`src/verilog/sgs_pkg.sv`:
```
package sgs_pkg;
  // ==========================================================
  // Groups and codes
  localparam int           SGS_GROUPS      = 6;
  localparam logic [2:0]   SGS_GRP_RESET   = 3'h1;
  localparam logic [2:0]   SGS_CODE_CMD_LO = 3'h0;
  localparam logic [2:0]   SGS_CODE_CMD_HI = 3'h7;
  // ==========================================================
  // Register map (word addresses on the plain port)
  localparam logic [3:0]   SGS_REG_CTRL    = 4'h0;
  localparam logic [3:0]   SGS_REG_SETTLE  = 4'h1;
  localparam logic [3:0]   SGS_REG_STATUS  = 4'h2;
  localparam logic [3:0]   SGS_REG_IRQ_ST  = 4'h3;
  localparam logic [3:0]   SGS_REG_IRQ_EN  = 4'h4;
  localparam logic [3:0]   SGS_REG_IRQ_CLR = 4'h5;
  // CTRL fields
  localparam int           SGS_CTRL_CMD_LSB = 0;
  localparam int           SGS_CTRL_MAP0    = 4;
  localparam int           SGS_CTRL_MAP1    = 5;
  localparam int           SGS_CTRL_MAP2    = 6;
  localparam int           SGS_CTRL_DEMCLR  = 7;
  localparam logic [31:0]  SGS_CTRL_RESET   = 32'h0000_0001;
  // IRQ bits
  localparam int           SGS_IRQ_CHANGE   = 0;
  localparam int           SGS_IRQ_REJECT   = 1;
  localparam int           SGS_IRQ_DONE     = 2;
  // ==========================================================
  // Timing
  localparam int           SGS_CLK_MHZ      = 250;
  localparam int           SGS_TICK_US      = 1000;
  localparam int           SGS_TICK_CYC     = SGS_TICK_US * SGS_CLK_MHZ;
  localparam int           SGS_DISABLE_MS   = 400;
  localparam logic [15:0]  SGS_SETTLE_RESET = 16'h0001;
  typedef enum logic [1:0] {
    SGS_IDLE    = 2'b00,
    SGS_SETTLE  = 2'b01,
    SGS_DISABLE = 2'b10
  } sgs_state_type;
endpackage

```
`src/verilog/sgs_top.sv`:
```
`timescale 1ns/1ns
`default_nettype none
module sgs_top
  import sgs_pkg::*;
#(
  parameter int TICK_CYC    = sgs_pkg::SGS_TICK_CYC,
  parameter int DISABLE_MS  = sgs_pkg::SGS_DISABLE_MS
) (
  input  wire logic        mclk,                 // System clock
  input  wire logic        rst_n,                // Async reset, active low
  input  wire logic        contact_input_one,    // Contact input 1
  input  wire logic        contact_input_two,    // Contact input 2
  input  wire logic        contact_input_three,  // Contact input 3
  input  wire logic [3:0]  reg_addr,             // Register word address
  input  wire logic [31:0] reg_wdata,            // Write data
  input  wire logic        reg_wr,               // Write strobe
  input  wire logic        reg_rd,               // Read strobe
  output logic [31:0]      reg_rdata,            // Read data, cycle after strobe
  output logic [2:0]       active_group,         // Active group 1..6
  output logic             protection_disable,   // Protection blocked
  output logic             alarm_close,          // Alarm contact closed
  output logic             element_reset,        // Timers and elements reset
  output logic             demand_clear,         // Demand clear pulse
  output logic             irq                   // Level interrupt
);
  import sgs_pkg::*;

  // ==========================================================
  // Registers
  logic [31:0]   ctrl_ff;
  logic [15:0]   group_settle_time_ff;
  logic [2:0]    irq_st_ff;
  logic [2:0]    irq_en_ff;
  logic          tick;
  sgs_state_type state_ff;
  logic [2:0]    sel_prev_ff;
  logic [15:0]   settle_cnt_ff;
  logic [15:0]   dis_cnt_ff;
  logic [2:0]    cmd_prev_ff;
  logic [2:0]    group_select_bit;
  logic [2:0]    cmd_group;
  logic [2:0]    target;
  logic          any_map;
  logic          sel_change;
  logic          settle_expire;
  logic          switch_now;
  logic          cmd_change;
  logic          ev_change;
  logic          ev_reject;
  logic          ev_done;
  logic [2:0]    irq_set;
  logic          wr_ctrl;

  function automatic logic [2:0] sgs_legal(input logic [2:0] g);
    sgs_legal = (g >= 3'h1 && g <= 3'(SGS_GROUPS)) ? g : SGS_GRP_RESET;
  endfunction

  sgs_tick #(
    .TICK_CYC (TICK_CYC)
  ) u_tick (
    .mclk  (mclk),
    .rst_n (rst_n),
    .tick  (tick)
  );

  assign wr_ctrl = reg_wr && (reg_addr == SGS_REG_CTRL);

  always_ff @(posedge mclk or negedge rst_n) begin
    if (!rst_n) begin
      ctrl_ff <= SGS_CTRL_RESET;
    end else if (wr_ctrl) begin
      ctrl_ff <= {24'h00_0000, reg_wdata[7:0]};
    end
  end

  always_ff @(posedge mclk or negedge rst_n) begin
    if (!rst_n) begin
      group_settle_time_ff <= SGS_SETTLE_RESET;
    end else if (reg_wr && reg_addr == SGS_REG_SETTLE) begin
      group_settle_time_ff <= reg_wdata[15:0];
    end
  end

  // ==========================================================
  // Selection code
  always_comb begin
    group_select_bit[0] = ctrl_ff[SGS_CTRL_MAP0] & contact_input_one;
    group_select_bit[1] = ctrl_ff[SGS_CTRL_MAP1] & contact_input_two;
    group_select_bit[2] = ctrl_ff[SGS_CTRL_MAP2] & contact_input_three;
  end
  assign any_map   = ctrl_ff[SGS_CTRL_MAP0] | ctrl_ff[SGS_CTRL_MAP1] | ctrl_ff[SGS_CTRL_MAP2];
  assign cmd_group = sgs_legal(ctrl_ff[SGS_CTRL_CMD_LSB +: 3]);

  // Codes 0 and 7 fall back to the commanded group
  always_comb begin
    if (!any_map) begin
      target = cmd_group;
    end else if (group_select_bit == SGS_CODE_CMD_LO || group_select_bit == SGS_CODE_CMD_HI) begin
      target = cmd_group;
    end else begin
      target = group_select_bit;
    end
  end

  assign sel_change    = (group_select_bit != sel_prev_ff);
  assign settle_expire = (state_ff == SGS_SETTLE) && !sel_change && tick &&
                         (settle_cnt_ff >= group_settle_time_ff);
  assign cmd_change    = (cmd_group != cmd_prev_ff);
  // Command changes act at once in SGS_IDLE only; input changes go through the settle wait
  assign switch_now    = (state_ff != SGS_DISABLE) && (target != active_group) &&
                         (settle_expire || (cmd_change && state_ff == SGS_IDLE) ||
                          (state_ff == SGS_IDLE && !sel_change && !any_map));

  always_ff @(posedge mclk or negedge rst_n) begin
    if (!rst_n) begin
      sel_prev_ff <= 3'h0;
      cmd_prev_ff <= SGS_GRP_RESET;
    end else begin
      sel_prev_ff <= group_select_bit;
      cmd_prev_ff <= cmd_group;
    end
  end

  // ==========================================================
  // Settle and disable sequencing
  always_ff @(posedge mclk or negedge rst_n) begin
    if (!rst_n) begin
      state_ff      <= SGS_IDLE;
      settle_cnt_ff <= 16'h0000;
      dis_cnt_ff    <= 16'h0000;
    end else begin
      unique case (state_ff)
        SGS_IDLE: begin
          if (switch_now) begin
            state_ff   <= SGS_DISABLE;
            dis_cnt_ff <= 16'h0000;
          end else if (sel_change) begin
            state_ff      <= SGS_SETTLE;
            settle_cnt_ff <= 16'h0000;
          end
        end
        SGS_SETTLE: begin
          if (sel_change) begin
            settle_cnt_ff <= 16'h0000;
          end else if (settle_expire) begin
            // Code sampled right here decides; reverted inputs give no switch
            state_ff   <= switch_now ? SGS_DISABLE : SGS_IDLE;
            dis_cnt_ff <= 16'h0000;
          end else if (tick && settle_cnt_ff != 16'hFFFF) begin
            settle_cnt_ff <= settle_cnt_ff + 16'h0001;
          end
        end
        SGS_DISABLE: begin
          // Ends under half a second so protection returns promptly
          if (tick) begin
            if (dis_cnt_ff >= 16'(DISABLE_MS - 1)) begin
              state_ff <= SGS_IDLE;
            end else begin
              dis_cnt_ff <= dis_cnt_ff + 16'h0001;
            end
          end
        end
        default: state_ff <= SGS_IDLE;
      endcase
    end
  end

  always_ff @(posedge mclk or negedge rst_n) begin
    if (!rst_n) begin
      active_group <= SGS_GRP_RESET;
    end else if (switch_now) begin
      active_group <= sgs_legal(target);
    end
  end

  always_ff @(posedge mclk or negedge rst_n) begin
    if (!rst_n) begin
      protection_disable <= 1'b0;
      alarm_close        <= 1'b0;
      element_reset      <= 1'b0;
    end else begin
      protection_disable <= switch_now || (state_ff == SGS_DISABLE && !ev_done);
      alarm_close        <= switch_now || (state_ff == SGS_DISABLE && !ev_done);
      element_reset      <= switch_now || (state_ff == SGS_DISABLE && !ev_done);
    end
  end

  always_ff @(posedge mclk or negedge rst_n) begin
    if (!rst_n) begin
      demand_clear <= 1'b0;
    end else begin
      demand_clear <= switch_now && ctrl_ff[SGS_CTRL_DEMCLR];
    end
  end

  // ==========================================================
  // Interrupts
  assign ev_change = switch_now;
  assign ev_reject = settle_expire && !switch_now;
  assign ev_done   = (state_ff == SGS_DISABLE) && tick && (dis_cnt_ff >= 16'(DISABLE_MS - 1));
  assign irq_set   = {ev_done, ev_reject, ev_change};

  // Set beats a clear in the same cycle
  always_ff @(posedge mclk or negedge rst_n) begin
    if (!rst_n) begin
      irq_st_ff <= 3'h0;
    end else if (reg_wr && reg_addr == SGS_REG_IRQ_CLR) begin
      irq_st_ff <= (irq_st_ff & ~reg_wdata[2:0]) | irq_set;
    end else begin
      irq_st_ff <= irq_st_ff | irq_set;
    end
  end

  always_ff @(posedge mclk or negedge rst_n) begin
    if (!rst_n) begin
      irq_en_ff <= 3'h0;
    end else if (reg_wr && reg_addr == SGS_REG_IRQ_EN) begin
      irq_en_ff <= reg_wdata[2:0];
    end
  end

  always_ff @(posedge mclk or negedge rst_n) begin
    if (!rst_n) begin
      irq <= 1'b0;
    end else begin
      irq <= |((irq_st_ff | irq_set) & irq_en_ff);
    end
  end

  // ==========================================================
  // Read port
  always_ff @(posedge mclk or negedge rst_n) begin
    if (!rst_n) begin
      reg_rdata <= 32'h0000_0000;
    end else if (reg_rd) begin
      unique case (reg_addr)
        SGS_REG_CTRL:    reg_rdata <= ctrl_ff;
        SGS_REG_SETTLE:  reg_rdata <= {16'h0000, group_settle_time_ff};
        SGS_REG_STATUS:  reg_rdata <= {22'h00_0000, state_ff, group_select_bit, active_group,
                                       protection_disable, demand_clear};
        SGS_REG_IRQ_ST:  reg_rdata <= {29'h0000_0000, irq_st_ff};
        SGS_REG_IRQ_EN:  reg_rdata <= {29'h0000_0000, irq_en_ff};
        default:         reg_rdata <= 32'h0000_0000;
      endcase
    end else begin
      reg_rdata <= 32'h0000_0000;
    end
  end
endmodule
`default_nettype wire

```
`src/verilog/sgs_tick.sv`:
```
`timescale 1ns/1ns
`default_nettype none
module sgs_tick #(
  parameter int TICK_CYC = 250000
) (
  input  wire logic mclk,   // System clock
  input  wire logic rst_n,  // Async reset, active low
  output logic      tick    // One-cycle millisecond pulse
);
  logic [31:0] cnt_ff;
  always_ff @(posedge mclk or negedge rst_n) begin
    if (!rst_n) begin
      cnt_ff <= 32'h0000_0000;
      tick   <= 1'b0;
    end else if (cnt_ff == 32'(TICK_CYC - 1)) begin
      cnt_ff <= 32'h0000_0000;
      tick   <= 1'b1;
    end else begin
      cnt_ff <= cnt_ff + 32'h0000_0001;
      tick   <= 1'b0;
    end
  end
endmodule
`default_nettype wire

```
`config.mk`:
```
export PLATFORM = sky130hd
export DESIGN_NAME = sgs_top
export DESIGN_NICKNAME = d
export VERILOG_FILES = /design/src/verilog/sgs_pkg.sv /design/src/verilog/sgs_top.sv /design/src/verilog/sgs_tick.sv
export SDC_FILE = /design/constraint.sdc
export NUM_CORES = 1
export LEC_CHECK = 0
export BUFFER_PORTS_ARGS = -buffer_cell sky130_fd_sc_hd__buf_2
export CAP_MARGIN = 20
export CORE_UTILIZATION = 49
export DETAILED_ROUTE_END_ITERATION = 7
export HOLD_SLACK_MARGIN = 0.1
export PLACE_DENSITY = 0.69
export SKIP_LAST_GASP = 1
export SYNTH_ARGS = -nofsm -noshare
export SYNTH_HDL_FRONTEND = slang
export SYNTH_SLANG_ARGS = --single-unit
```
`constraint.sdc`:
```
create_clock -name mclk -period 3.6 [get_ports mclk]
set_clock_uncertainty 0.15 [all_clocks]
set_input_delay 0 -clock mclk [delete_from_list [all_inputs] [get_ports mclk]]
set_output_delay 0 -clock mclk [all_outputs]
set_load 0.02 [all_outputs]
```
Word-level counts from Yosys, hierarchy flattened
Cells that the tools add are included.
{"block": "classes", "addsub": 3, "order_cmp": 6, "eq_ne": 25, "muxes": 29, "n_bitwise": 10, "n_reduce_logical": 37}
{"operator": "2-to-1 mux 16 bit", "count": 11}
{"operator": "one-hot mux 16 bit (5 select lines)", "count": 1}
{"operator": "one-hot mux 16 bit (3 select lines)", "count": 1}
{"operator": "adder 16 x 1 -> 16 bit (second input constant)", "count": 2}
{"operator": "adder 32 x 1 -> 32 bit (second input constant)", "count": 1}
{"operator": "equality test 32 x 18 -> 1 bit (second input constant)", "count": 1}
{"operator": "2-to-1 mux 32 bit", "count": 1}
{"operator": "one-hot mux 16 bit (2 select lines)", "count": 1}
{"operator": "logical AND 1 bit", "count": 20}
{"operator": "greater-or-equal comparator 16 bit", "count": 1}
{"operator": "greater-or-equal comparator 16 x 9 -> 1 bit (second input constant)", "count": 1}
{"operator": "inequality test 16 bit (second input constant)", "count": 1}
{"operator": "2-to-1 mux 3 bit", "count": 5}
{"operator": "2-to-1 mux 2 bit", "count": 7}
{"operator": "inequality test 2 bit (second input constant)", "count": 7}
{"operator": "AND reduction 5 bit", "count": 2}
{"operator": "inequality test 3 bit", "count": 3}
{"operator": "equality test 4 x 2 -> 1 bit (second input constant)", "count": 2}
{"operator": "equality test 4 x 3 -> 1 bit (second input constant)", "count": 2}
{"operator": "bitwise AND 3 bit", "count": 2}
{"operator": "greater-or-equal comparator 3 x 1 -> 1 bit (second input constant)", "count": 2}
{"operator": "less-or-equal comparator 3 bit (second input constant)", "count": 2}
{"operator": "inequality test 3 bit (second input constant)", "count": 2}
{"operator": "bitwise OR 3 bit", "count": 2}
{"operator": "other kinds (20)", "count": 30}
{"block": "word_totals", "reg_bits": 125, "inputBits": 43, "out_inout_bits": 40, "wordCells": 126}

Longest topological paths before layout
Gate-level depths: netlist of the first run.
{"block": "logic_depth", "ltp_word": 14, "mapped_depth": 10}

Hierarchy
From an unflattened synthesis of the first run, not the netlist that was laid out.
{"block": "hier_totals", "hier_cells": 691, "area_unflattened_um2": 6623.9}
{"mod": "sgs_top", "instances": 1, "cells_per_inst": 539, "area_per_inst_um2": 5027.3, "seq_area_each_um2": 2307.2}
{"mod": "sgs_tick", "instances": 1, "cells_per_inst": 152, "area_per_inst_um2": 1596.5, "seq_area_each_um2": 825.8}

Worst setup path after synthesis of the first run
Ideal clock, no wire load.
{"block": "synth_timing", "path_type": "register -> register", "startpoint": "reg settle_cnt_ff[6]", "endpoint": "reg active_group[2]", "arrival_ns": 2.244, "required_ns": 3.325, "path_slack_ns": 1.081, "path_stages_with_launch": 9, "path_cell_list": "dfrtp_1 -> ha_1 -> a21o_1 -> a221oi_1 -> o21ai_1 -> a211oi_2 -> nor2_4 -> o21ai_2 -> mux2_4"}
{"block": "synth_via", "elab_chain_len": 5}
{"element": "start: declaration", "line": "sgs_top.sv:37", "source": "logic [15:0] settle_cnt_ff;"}
{"element": "start signal: assignment", "line": "sgs_top.sv:150", "source": "settle_cnt_ff <= settle_cnt_ff + 16'h0001;"}
{"element": "greater-or-equal comparator 16 bit", "line": "sgs_top.sv:107", "source": "(settle_cnt_ff >= group_settle_time_ff);"}
{"element": "logical AND 1 bit", "line": "sgs_top.sv:106", "source": "assign settle_expire = (state_ff == SGS_SETTLE) && !sel_change && tick &&"}
{"element": "logical OR 1 bit (2 in a row)", "line": "sgs_top.sv:111", "source": "(settle_expire || (cmd_change && state_ff == SGS_IDLE) ||"}
{"element": "logical AND 1 bit", "line": "sgs_top.sv:110", "source": "assign switch_now = (state_ff != SGS_DISABLE) && (target != active_group) &&"}
{"element": "end signal: assignment", "line": "sgs_top.sv:172", "source": "active_group <= sgs_legal(target);"}
{"element": "end: declaration", "line": "sgs_top.sv:19", "source": "output logic [2:0] active_group,"}
No other way between the ends.
A chain may end at the register's enable or synchronous reset.

Worst setup path after layout of the first run
{"block": "layout_timing", "startpoint": "reg settle_cnt_ff[7]", "endpoint": "reg settle_cnt_ff[11]"}
{"block": "layout_via", "elab_chain_len": 7, "word_cells_on_any_way": 16, "classes_between": "add/sub: 1; order compare: 1; eq/ne: 4; mux: 4; reduce/logical: 6"}
{"element": "greater-or-equal comparator 16 bit", "line": "sgs_top.sv:107"}
{"element": "logical AND 1 bit", "line": "sgs_top.sv:106"}
{"element": "logical OR 1 bit (2 in a row)", "line": "sgs_top.sv:111"}
{"element": "logical AND 1 bit", "line": "sgs_top.sv:110"}
{"element": "inequality test 2 bit (no line)"}
{"element": "AND reduction 5 bit (no line)"}
Several ways; a longest one is shown, not always the timed one. The select of a mux whose other input is x is not followed.

==> metrics.txt, run 1 <==
# TYPE chip_impl_metric gauge
chip_impl_metric{name="post-cts-setup-buffer-count",unit=""} 0
chip_impl_metric{name="final_net_count",unit=""} 806
chip_impl_info{name="regToRegEndpoint",value="settle_cnt_ff[11]"} 1
chip_impl_metric{name="final_min_period",unit="ns"} 3.05
chip_impl_metric{name="worst-r2r-setup-slack",unit="ns"} 0.55
chip_impl_metric{name="max-cap-violations",unit=""} 0
chip_impl_metric{name="r2r_cells",unit=""} 8
chip_impl_metric{name="wl",unit="um"} 14600
chip_impl_metric{name="timing_worst_slew_pin_value",unit="ns"} 0.849
chip_impl_metric{name="largest_net_degree_at_the_start_of_global_routing",unit=""} 65
chip_impl_metric{name="arrival",unit="ns"} 3.22
chip_impl_info{name="worst_setup_path_start_kind",value="register"} 1
chip_impl_metric{name="power.density_cell_area",unit="nW/um^2"} 605
chip_impl_metric{name="route.detailed.vias_per_inst",unit=""} 5.64
chip_impl_metric{name="area.growth.synth_to_final",unit="%"} 20.1
chip_impl_metric{name="numCtsBuffers",unit=""} 17
chip_impl_metric{name="finish.instance_area",unit="um^2"} 7910
chip_impl_metric{name="global_route_congestion_overflow_total",unit=""} 0
chip_impl_info{name="hold_path_class",value="in -> async"} 1
chip_impl_metric{name="timing.slew.headroom",unit=""} 0.434
chip_impl_info{name="synth_flop_cell",value="sky130_fd_sc_hd__dfrtp_1"} 1
chip_impl_metric{name="post_drt_wl_per_cell",unit="um"} 15.7
chip_impl_metric{name="initial_core_util",unit=""} 0.511
chip_impl_metric{name="numPortBuffers",unit=""} 50
chip_impl_metric{name="ys_ff_latch",unit=""} 125
chip_impl_metric{name="hpwl",unit="um"} 9780
chip_impl_info{name="cp-end-kind",value="register"} 1
chip_impl_info{name="worstSetupPathType",value="reg -> reg"} 1
chip_impl_metric{name="leakagePower",unit="uW"} 0.00364
chip_impl_metric{name="place_area",unit="um^2"} 6900
chip_impl_metric{name="peakVddDrop",unit="mV"} 0.455
chip_impl_info{name="rsz_0062_raised_after_global_routing",value="no"} 1
chip_impl_metric{name="core_region_area",unit="um^2"} 12900
chip_impl_metric{name="boundaryPins",unit=""} 83
chip_impl_info{name="crit_family",value="compound AO/OA/AOI/OAI gates"} 1
chip_impl_metric{name="synth-edff-count",unit=""} 0
chip_impl_info{name="critPathSlowestCell",value="sky130_fd_sc_hd__dfrtp_1"} 1
chip_impl_metric{name="final.period_utilization",unit=""} 0.846
chip_impl_metric{name="drt_first_pass_iters",unit=""} 5
chip_impl_metric{name="cts.htree.levels",unit=""} 4
chip_impl_metric{name="critical_path.n_buffers_inverters",unit=""} 0
chip_impl_metric{name="fmaxAchievable",unit="MHz"} 328
chip_impl_metric{name="aggregate_negative_setup_slack",unit="ns"} 0
chip_impl_metric{name="ant_cells",unit=""} 0
chip_impl_metric{name="asyncSetResetFlopFracSynth",unit=""} 1.00
chip_impl_info{name="netlist_top_cells_area",value="sky130_fd_sc_hd__dfrtp_1 (46%), sky130_fd_sc_hd__nand2_1 (3.9%), sky130_fd_sc_hd__ha_1 (3.6%), sky130_fd_sc_hd__nor2_1 (2.5%), sky130_fd_sc_hd__mux2i_1 (2.4%)"} 1
chip_impl_metric{name="route.vias.total",unit=""} 5235
chip_impl_info{name="status",value="finished clean"} 1
chip_impl_metric{name="clockBufferDepth",unit=""} 2
chip_impl_metric{name="critical_path_depth",unit=""} 8
chip_impl_metric{name="syn_area",unit="um^2"} 6580
chip_impl_metric{name="yosys_top_cell_area_share",unit=""} 0.460
chip_impl_metric{name="antenna_left",unit=""} 0
chip_impl_metric{name="ratio_of_cells_with_drive_above_1_in_the_final_layout",unit=""} 0.166
chip_impl_metric{name="dp_slack",unit="ns"} 0.601
chip_impl_metric{name="avgSynthCellArea",unit="um^2"} 9.97
chip_impl_metric{name="clock_sinks",unit=""} 125
chip_impl_metric{name="globalplace.congestion",unit=""} 0.880
chip_impl_metric{name="grt_first_pass_wirelength",unit="um"} 23900
chip_impl_info{name="crit-reg2reg-launch",value="settle_cnt_ff[7]"} 1
chip_impl_metric{name="first_global_vias",unit=""} 5049
chip_impl_metric{name="fin_total_pwr",unit="uW"} 4780
chip_impl_info{name="cts_root_buf",value="sky130_fd_sc_hd__clkbuf_16"} 1
chip_impl_metric{name="ys_seq_area_frac",unit=""} 0.476
chip_impl_metric{name="synth-warning-count",unit=""} 0
chip_impl_metric{name="crit_required",unit="ns"} 3.77
chip_impl_metric{name="slowest_delay",unit="ns"} 0.46
chip_impl_metric{name="final.setup.worst_slack",unit="ns"} 0.553
chip_impl_metric{name="final.fill_count",unit=""} 1034
chip_impl_info{name="worstSetupStartpoint",value="settle_cnt_ff[7]"} 1
chip_impl_metric{name="chip_width",unit="um"} 118
chip_impl_metric{name="die_area",unit="um^2"} 13900
chip_impl_info{name="cts_tree",value="yes"} 1
chip_impl_metric{name="drt_iter0_markers",unit=""} 325
chip_impl_metric{name="fp-row-count",unit=""} 41
chip_impl_metric{name="grt.total_usage",unit=""} 0.218
chip_impl_info{name="netlist.top_cell.by_area",value="sky130_fd_sc_hd__dfrtp_1"} 1
chip_impl_metric{name="timing_max_transition_violations_final",unit=""} 0
chip_impl_metric{name="cts.clk_slew.worst_paths",unit="ns"} 0.05
chip_impl_metric{name="timing.final.setup_violations",unit=""} 0
chip_impl_metric{name="gate_count_after_technology_mapping",unit=""} 660
chip_impl_metric{name="post_synth_num_cell_types",unit=""} 73
chip_impl_metric{name="drc_violation_count_after_routing",unit=""} 0
chip_impl_metric{name="critical_path_peak_fanout",unit=""} 14
chip_impl_metric{name="final-hold-violation-count",unit=""} 0
chip_impl_metric{name="worst_skew_pair.late_latency",unit="ns"} 0.41
chip_impl_metric{name="antenna_found_initial",unit=""} 0
chip_impl_metric{name="die_h",unit="um"} 118
chip_impl_info{name="timing.critical_path.cells",value="ha_1, and4_1, a221oi_1, o21ai_1, a211oi_2, or2_1, nand3_4, o31ai_1"} 1
==> logic make-up (layout without fill, tap and decap cells) <==
family	after synthesis	after routing	synth area share
other cells	1	16	0.000570
xor+xnor	32	32	0.0437
buf+inv	69	151	0.0548
flops	125	125	0.476
fa+ha+maj	19	19	0.0361
simple gates	249	249	0.199
mux	29	29	0.0471
compound gates	136	136	0.143
==> registers in the layout (all words and copies together) (netlist names), 2 cells and up <==
| signal | flops |
|---|---|
| u_tick.cnt_ff | 32 |
| dis_cnt_ff | 16 |
| group_settle_time_ff | 16 |
| reg_rdata | 16 |
| settle_cnt_ff | 16 |
| ctrl_ff | 8 |
| active_group | 3 |
| cmd_prev_ff | 3 |
| irq_en_ff | 3 |
| irq_st_ff | 3 |
| sel_prev_ff | 3 |
| state_ff | 2 |
==> metrics by stage <==
stage / hold slack [ns] / cells / util
2_1_floorplan: -0.446 / 675 / -
3_3_place_gp: -0.00687 / 862 / 0.536
3_5_place_dp: 0.00425 / 862 / 0.536
4_1_cts: 0.118 / 929 / 0.614
5_1_grt: 0.149 / 929 / 0.614
6_report: 0.0826 / 929 / 0.614
==> layout make-up <==
cell class                      instances  area (um^2)  share of cell area
Tap cell                              172          215              0.0272
Inverter                               31          116              0.0147
Sequential cell                       125         3130               0.396
Clock inverter                         11          188              0.0237
Clock buffer                           21          470              0.0595
Multi-Input combinational cell        481         3140               0.398
Timing Repair Buffer                   88          638              0.0807
==> what timing repair did <==
action                                 4_1_cts  5_1_grt
hold buffers                                35        0
gates resized for setup                      0        0
endpoints found under the hold margin      114        0
==> layout by cell type, fill, tap and decap left out, types with 6 or more instances in the layout <==
| cell | instances |
|---|---|
| sky130_fd_sc_hd__xor2_1 | 13 |
| sky130_fd_sc_hd__clkbuf_16 | 17 |
| sky130_fd_sc_hd__nor4_1 | 7 |
| sky130_fd_sc_hd__dlygate4sd3_1 | 35 |
| sky130_fd_sc_hd__nor3_1 | 13 |
| sky130_fd_sc_hd__nor2b_1 | 8 |
| sky130_fd_sc_hd__conb_1 | 16 |
| sky130_fd_sc_hd__nand2_1 | 68 |
| sky130_fd_sc_hd__o31ai_1 | 12 |
| sky130_fd_sc_hd__nor2_1 | 43 |
| sky130_fd_sc_hd__and3_1 | 15 |
| sky130_fd_sc_hd__o21ai_1 | 16 |
| sky130_fd_sc_hd__and2_1 | 13 |
| sky130_fd_sc_hd__buf_2 | 49 |
| sky130_fd_sc_hd__inv_1 | 29 |
| sky130_fd_sc_hd__nand3_1 | 26 |
| sky130_fd_sc_hd__or3_1 | 8 |
| sky130_fd_sc_hd__ha_1 | 19 |
| sky130_fd_sc_hd__o21ai_0 | 31 |
| sky130_fd_sc_hd__dfrtp_1 | 121 |
| sky130_fd_sc_hd__a21oi_1 | 20 |
| sky130_fd_sc_hd__xnor2_1 | 18 |
| sky130_fd_sc_hd__mux2_2 | 12 |
| sky130_fd_sc_hd__mux2i_1 | 16 |
| sky130_fd_sc_hd__nand2b_1 | 6 |
| sky130_fd_sc_hd__a31oi_1 | 10 |
| sky130_fd_sc_hd__nand4_1 | 17 |
==> Yosys cell counts, types with 3 or more instances <==
cell type,instances
sky130_fd_sc_hd__a211oi_2,4
sky130_fd_sc_hd__a21o_1,4
sky130_fd_sc_hd__a21oi_1,20
sky130_fd_sc_hd__a22oi_1,3
sky130_fd_sc_hd__a31oi_1,10
sky130_fd_sc_hd__and2_1,13
sky130_fd_sc_hd__and3_1,15
sky130_fd_sc_hd__and4_1,4
sky130_fd_sc_hd__buf_2,5
sky130_fd_sc_hd__buf_4,19
sky130_fd_sc_hd__buf_6,3
sky130_fd_sc_hd__clkbuf_1,9
sky130_fd_sc_hd__dfrtp_1,121
sky130_fd_sc_hd__dfstp_2,4
sky130_fd_sc_hd__ha_1,19
sky130_fd_sc_hd__inv_1,29
sky130_fd_sc_hd__mux2_2,12
sky130_fd_sc_hd__mux2i_1,16
sky130_fd_sc_hd__nand2_1,68
sky130_fd_sc_hd__nand2b_1,6
sky130_fd_sc_hd__nand3_1,26
sky130_fd_sc_hd__nand4_1,17
sky130_fd_sc_hd__nor2_1,43
sky130_fd_sc_hd__nor2b_1,8
sky130_fd_sc_hd__nor3_1,13
sky130_fd_sc_hd__nor4_1,7
sky130_fd_sc_hd__nor4b_1,3
sky130_fd_sc_hd__nor4bb_1,3
sky130_fd_sc_hd__o211ai_1,3
sky130_fd_sc_hd__o21a_1,3
sky130_fd_sc_hd__o21ai_0,31
sky130_fd_sc_hd__o21ai_1,16
sky130_fd_sc_hd__o22ai_1,4
sky130_fd_sc_hd__o31ai_1,12
sky130_fd_sc_hd__o41ai_1,4
sky130_fd_sc_hd__or3_1,8
sky130_fd_sc_hd__xnor2_1,18
sky130_fd_sc_hd__xor2_1,13
==> power by group <==
part,total (uW),internal (uW),leakage (uW),switching [uW]
sequential,1820,1590,0.00164,222
clock,1880,1280,0.000315,597
combinational,1090,424,0.00168,667
total,4780,3300,0.00364,1490
==> worst max path at each step <==
stage                        endpoint
detailed placement    active_group[2]
global route        settle_cnt_ff[12]
CTS                   active_group[2]
global placement      active_group[2]
finish              settle_cnt_ff[11]
floorplan             active_group[2]
==> worst register-to-register path, delay by kind of cell (launching register included) <==
family                     cells  cell delay (ns)
DFF                            1             0.46
AOI/OAI and AO/OA              4             1.08
and+or+nand+nor                3             0.92
adders and majority gates      1             0.35
==> routing by layer <==
layer	up-vias	wire [um]	GRT usage
li1	2498	-	-
met1	2579	6610	0.279
met2	134	7050	0.358
met3	24	620	0.0441
met4	0	286	0.0986
met5	-	0	0
Note: power is estimated with default switching activity, not from simulation.
==> run 2: changes to the inputs <==
ABC_AREA = 1   (was default)
clock period = 3.07 ns   (was 3.6 ns; I/O delays follow)
==> metrics.txt, run 2 <==
# TYPE chip_impl_metric gauge
chip_impl_metric{name="numCtsBuffers",unit=""} 17
chip_impl_metric{name="gate_count_after_technology_mapping",unit=""} 898
chip_impl_metric{name="grt.total_usage",unit=""} 0.232
chip_impl_metric{name="place.detailed.instances",unit=""} 1116
chip_impl_metric{name="clock_sinks",unit=""} 125
chip_impl_metric{name="die_area",unit="um^2"} 15000
chip_impl_info{name="cts_tree",value="yes"} 1
chip_impl_metric{name="synth-adder-area-share",unit=""} 0.0335
chip_impl_metric{name="synthMuxAreaShare",unit=""} 0
chip_impl_metric{name="cts.htree.levels",unit=""} 4
chip_impl_metric{name="largest_net_degree_at_the_start_of_global_routing",unit=""} 55
chip_impl_metric{name="final.hold.worst_slack",unit="ns"} 0.207
chip_impl_metric{name="grt_first_pass_wirelength",unit="um"} 26700
chip_impl_info{name="worstSetupPathType",value="reg -> reg"} 1
chip_impl_info{name="netlist.top_cell.by_area",value="sky130_fd_sc_hd__dfrtp_1"} 1
chip_impl_metric{name="final_cell_count_no_fill",unit=""} 1180
chip_impl_metric{name="chip_width",unit="um"} 122
chip_impl_info{name="cp-end-kind",value="register"} 1
chip_impl_info{name="rsz_0062_raised_after_global_routing",value="no"} 1
chip_impl_metric{name="synth-edff-count",unit=""} 0
chip_impl_info{name="combinational_family_with_the_most_area_after_synthesis",value="simple AND/OR/NAND/NOR gates"} 1
chip_impl_info{name="netlist_top_cells_area",value="sky130_fd_sc_hd__dfrtp_1 (43%), sky130_fd_sc_hd__nand2_1 (10%), sky130_fd_sc_hd__inv_1 (7.1%), sky130_fd_sc_hd__nor2_1 (4.7%), sky130_fd_sc_hd__nand3_1 (4.4%)"} 1
chip_impl_metric{name="global_route_congestion_overflow_total",unit=""} 0
chip_impl_metric{name="timing.final.setup_violations",unit=""} 0
chip_impl_info{name="largest_register",value="u_tick.cnt_ff"} 1
chip_impl_metric{name="synth-warning-count",unit=""} 0
chip_impl_metric{name="fmaxAchievable",unit="MHz"} 398
chip_impl_metric{name="globalplace.congestion",unit=""} 0.945
chip_impl_metric{name="post_synth_num_cell_types",unit=""} 46
chip_impl_metric{name="power.density_cell_area",unit="nW/um^2"} 624
chip_impl_metric{name="ys_seq_area_frac",unit=""} 0.441
chip_impl_metric{name="avgSynthCellArea",unit="um^2"} 7.91
chip_impl_info{name="layout_common_cells",value="sky130_fd_sc_hd__nand2_1 (194), sky130_fd_sc_hd__inv_1 (135), sky130_fd_sc_hd__dfrtp_1 (121), sky130_fd_sc_hd__nor2_1 (89), sky130_fd_sc_hd__nand3_1 (62)"} 1
chip_impl_info{name="path_common_cell",value="sky130_fd_sc_hd__nand2_1"} 1
chip_impl_info{name="status",value="finished clean"} 1
chip_impl_info{name="synthMostInstantiatedCell",value="sky130_fd_sc_hd__nand2_1"} 1
chip_impl_metric{name="fin_total_pwr",unit="uW"} 5250
chip_impl_metric{name="antenna_found_initial",unit=""} 0
chip_impl_metric{name="syn_area",unit="um^2"} 7100
chip_impl_info{name="hold_path_class",value="in -> reg"} 1
chip_impl_metric{name="ant_cells",unit=""} 0
chip_impl_metric{name="initial_core_util",unit=""} 0.508
chip_impl_metric{name="timing.slew.headroom",unit=""} 0.335
chip_impl_metric{name="clockBufferDepth",unit=""} 2
chip_impl_metric{name="drt_iter0_markers",unit=""} 376
chip_impl_metric{name="ratio_of_cells_with_drive_above_1_in_the_final_layout",unit=""} 0.133
chip_impl_metric{name="post_drt_wl_per_cell",unit="um"} 13.9
chip_impl_info{name="critPathSlowestCell",value="sky130_fd_sc_hd__dfrtp_1"} 1
chip_impl_metric{name="final_net_count",unit=""} 1049
chip_impl_metric{name="final-hold-violation-count",unit=""} 0
chip_impl_metric{name="aggregate_negative_setup_slack",unit="ns"} 0
chip_impl_metric{name="cts.clk_slew.worst_paths",unit="ns"} 0.06
chip_impl_metric{name="core_region_area",unit="um^2"} 14000
chip_impl_metric{name="r2r_cells",unit=""} 17
chip_impl_metric{name="arrival",unit="ns"} 2.67
chip_impl_info{name="timing.critical_path.cells",value="inv_1, ha_1, inv_1, nand2_1, nand3_1, nand3_1, nand2_1, nand2_1, nand2_1, nand2_1, nand2_4, nand2_2, nand2_4, nand2_4, nand2_2, nand2_1, nand2_1"} 1
chip_impl_metric{name="worst-r2r-setup-slack",unit="ns"} 0.55
chip_impl_metric{name="yosys_top_cell_area_share",unit=""} 0.426
chip_impl_info{name="top_cells_by_instance_count_after_synthesis",value="sky130_fd_sc_hd__nand2_1 (194), sky130_fd_sc_hd__inv_1 (135), sky130_fd_sc_hd__dfrtp_1 (121), sky130_fd_sc_hd__nor2_1 (89), sky130_fd_sc_hd__nand3_1 (62)"} 1
chip_impl_metric{name="first_global_vias",unit=""} 5641
chip_impl_metric{name="asyncSetResetFlopFracSynth",unit=""} 1.00
chip_impl_metric{name="antenna_left",unit=""} 0
chip_impl_metric{name="peakVddDrop",unit="mV"} 0.734
chip_impl_metric{name="cts_repair_resize_count",unit=""} 0
chip_impl_metric{name="numPortBuffers",unit=""} 50
chip_impl_metric{name="worst_skew_pair.late_latency",unit="ns"} 0.42
chip_impl_metric{name="leakagePower",unit="uW"} 0.00419
chip_impl_metric{name="timing.hold.worst_path_depth",unit=""} 4
chip_impl_metric{name="final_min_period",unit="ns"} 2.52
chip_impl_info{name="layout.cells.most_common",value="sky130_fd_sc_hd__nand2_1"} 1
chip_impl_metric{name="final.period_utilization",unit=""} 0.819
chip_impl_info{name="synth_flop_cell",value="sky130_fd_sc_hd__dfrtp_1"} 1
chip_impl_metric{name="hpwl",unit="um"} 11700
chip_impl_metric{name="post_synth_and_or_nand_nor_area_fraction",unit=""} 0.281
chip_impl_metric{name="route.vias.total",unit=""} 6064
chip_impl_metric{name="crit_required",unit="ns"} 3.23
chip_impl_metric{name="route.detailed.vias_per_inst",unit=""} 5.14
chip_impl_metric{name="drc_violation_count_after_routing",unit=""} 0
chip_impl_metric{name="critical_path_peak_fanout",unit=""} 17
chip_impl_metric{name="timing_max_transition_violations_final",unit=""} 0
chip_impl_metric{name="slowest_delay",unit="ns"} 0.44
chip_impl_info{name="worst_setup_path_start_kind",value="register"} 1
chip_impl_metric{name="boundaryPins",unit=""} 83
chip_impl_metric{name="die_h",unit="um"} 122
chip_impl_metric{name="ys_ff_latch",unit=""} 125
chip_impl_metric{name="wl",unit="um"} 16400
chip_impl_metric{name="drt_first_pass_iters",unit=""} 5
chip_impl_metric{name="synth-compound-area-share",unit=""} 0.0819
chip_impl_metric{name="area.growth.synth_to_final",unit="%"} 18.3
chip_impl_metric{name="timing_worst_slew_pin_value",unit="ns"} 0.995
chip_impl_metric{name="max-cap-violations",unit=""} 0
chip_impl_metric{name="number_of_flip_flops_under_the_largest_register_name",unit=""} 32
chip_impl_info{name="cts_root_buf",value="sky130_fd_sc_hd__clkbuf_16"} 1
chip_impl_metric{name="fp-row-count",unit=""} 43
chip_impl_metric{name="synth_xor_area_frac",unit=""} 0.0564
-- run 2: through the flow --
stage	setup slack [ns]	instance area, um^2	utilization
2_1_floorplan	0.953	7160	-
3_3_place_gp	0.555	7470	0.534
3_5_place_dp	0.543	7470	0.534
4_1_cts	0.526	8400	0.601
5_1_grt	0.266	8400	0.601
6_report	0.555	8400	0.601
-- run 2: worst max-delay path: cells and delay by family (launching register included) --
| family | cells | cell delay [ns] |
|---|---|---|
| adder cells (fa/ha/maj) | 1 | 0.28 |
| AND/OR/NAND/NOR | 14 | 1.40 |
| flip-flops | 1 | 0.44 |
| buffers and inverters | 2 | 0.12 |
-- run 2: area by class of cell --
type	count	area [um^2]
Multi-Input combinational cell	614	3280
Timing Repair Buffer	86	633
Fill cell	1252	5580
Clock inverter	13	165
Sequential cell	125	3130
Inverter	143	537
Tap cell	180	225
Clock buffer	19	433
-- run 2: power breakdown --
group          switching [uW]  internal [uW]  total, uW  leakage (uW)
clock network             740           1280       2020      0.000280
registers                 151           1830       1980       0.00164
logic                     864            382       1250       0.00227
-- run 2: cell families (layout without fill, tap and decap cells) --
group,after synthesis,after routing
compound gates,94,94
other cells,1,16
flops,125,125
simple gates,441,441
fa+ha+maj,19,19
xor+xnor,44,44
buf+inv,174,261
-- run 2: worst paths after layout --
kind,start,to
min reg2reg,group_settle_time_ff[7],group_settle_time_ff[7]
max,settle_cnt_ff[0],dis_cnt_ff[7]
min in group asynchronous,rst_n,cmd_prev_ff[0]
max reg2reg,settle_cnt_ff[0],dis_cnt_ff[7]
max in group asynchronous,rst_n,u_tick.cnt_ff[20]
min,reg_wdata[14],group_settle_time_ff[14]
-- run 2: routing by layer --
layer / vias to the layer above / wire length (um) / global-route usage
li1: 3025 / - / -
met4: 0 / 488 / 0.0998
met2: 179 / 7700 / 0.375
met1: 2820 / 7460 / 0.299
met5: - / 0 / 0
met3: 40 / 715 / 0.0507
-- run 2: timing repair --
action                                 CTS  global route
setup buffers                            0             0
endpoints found under the hold margin  153             0
hold buffers                            32             0
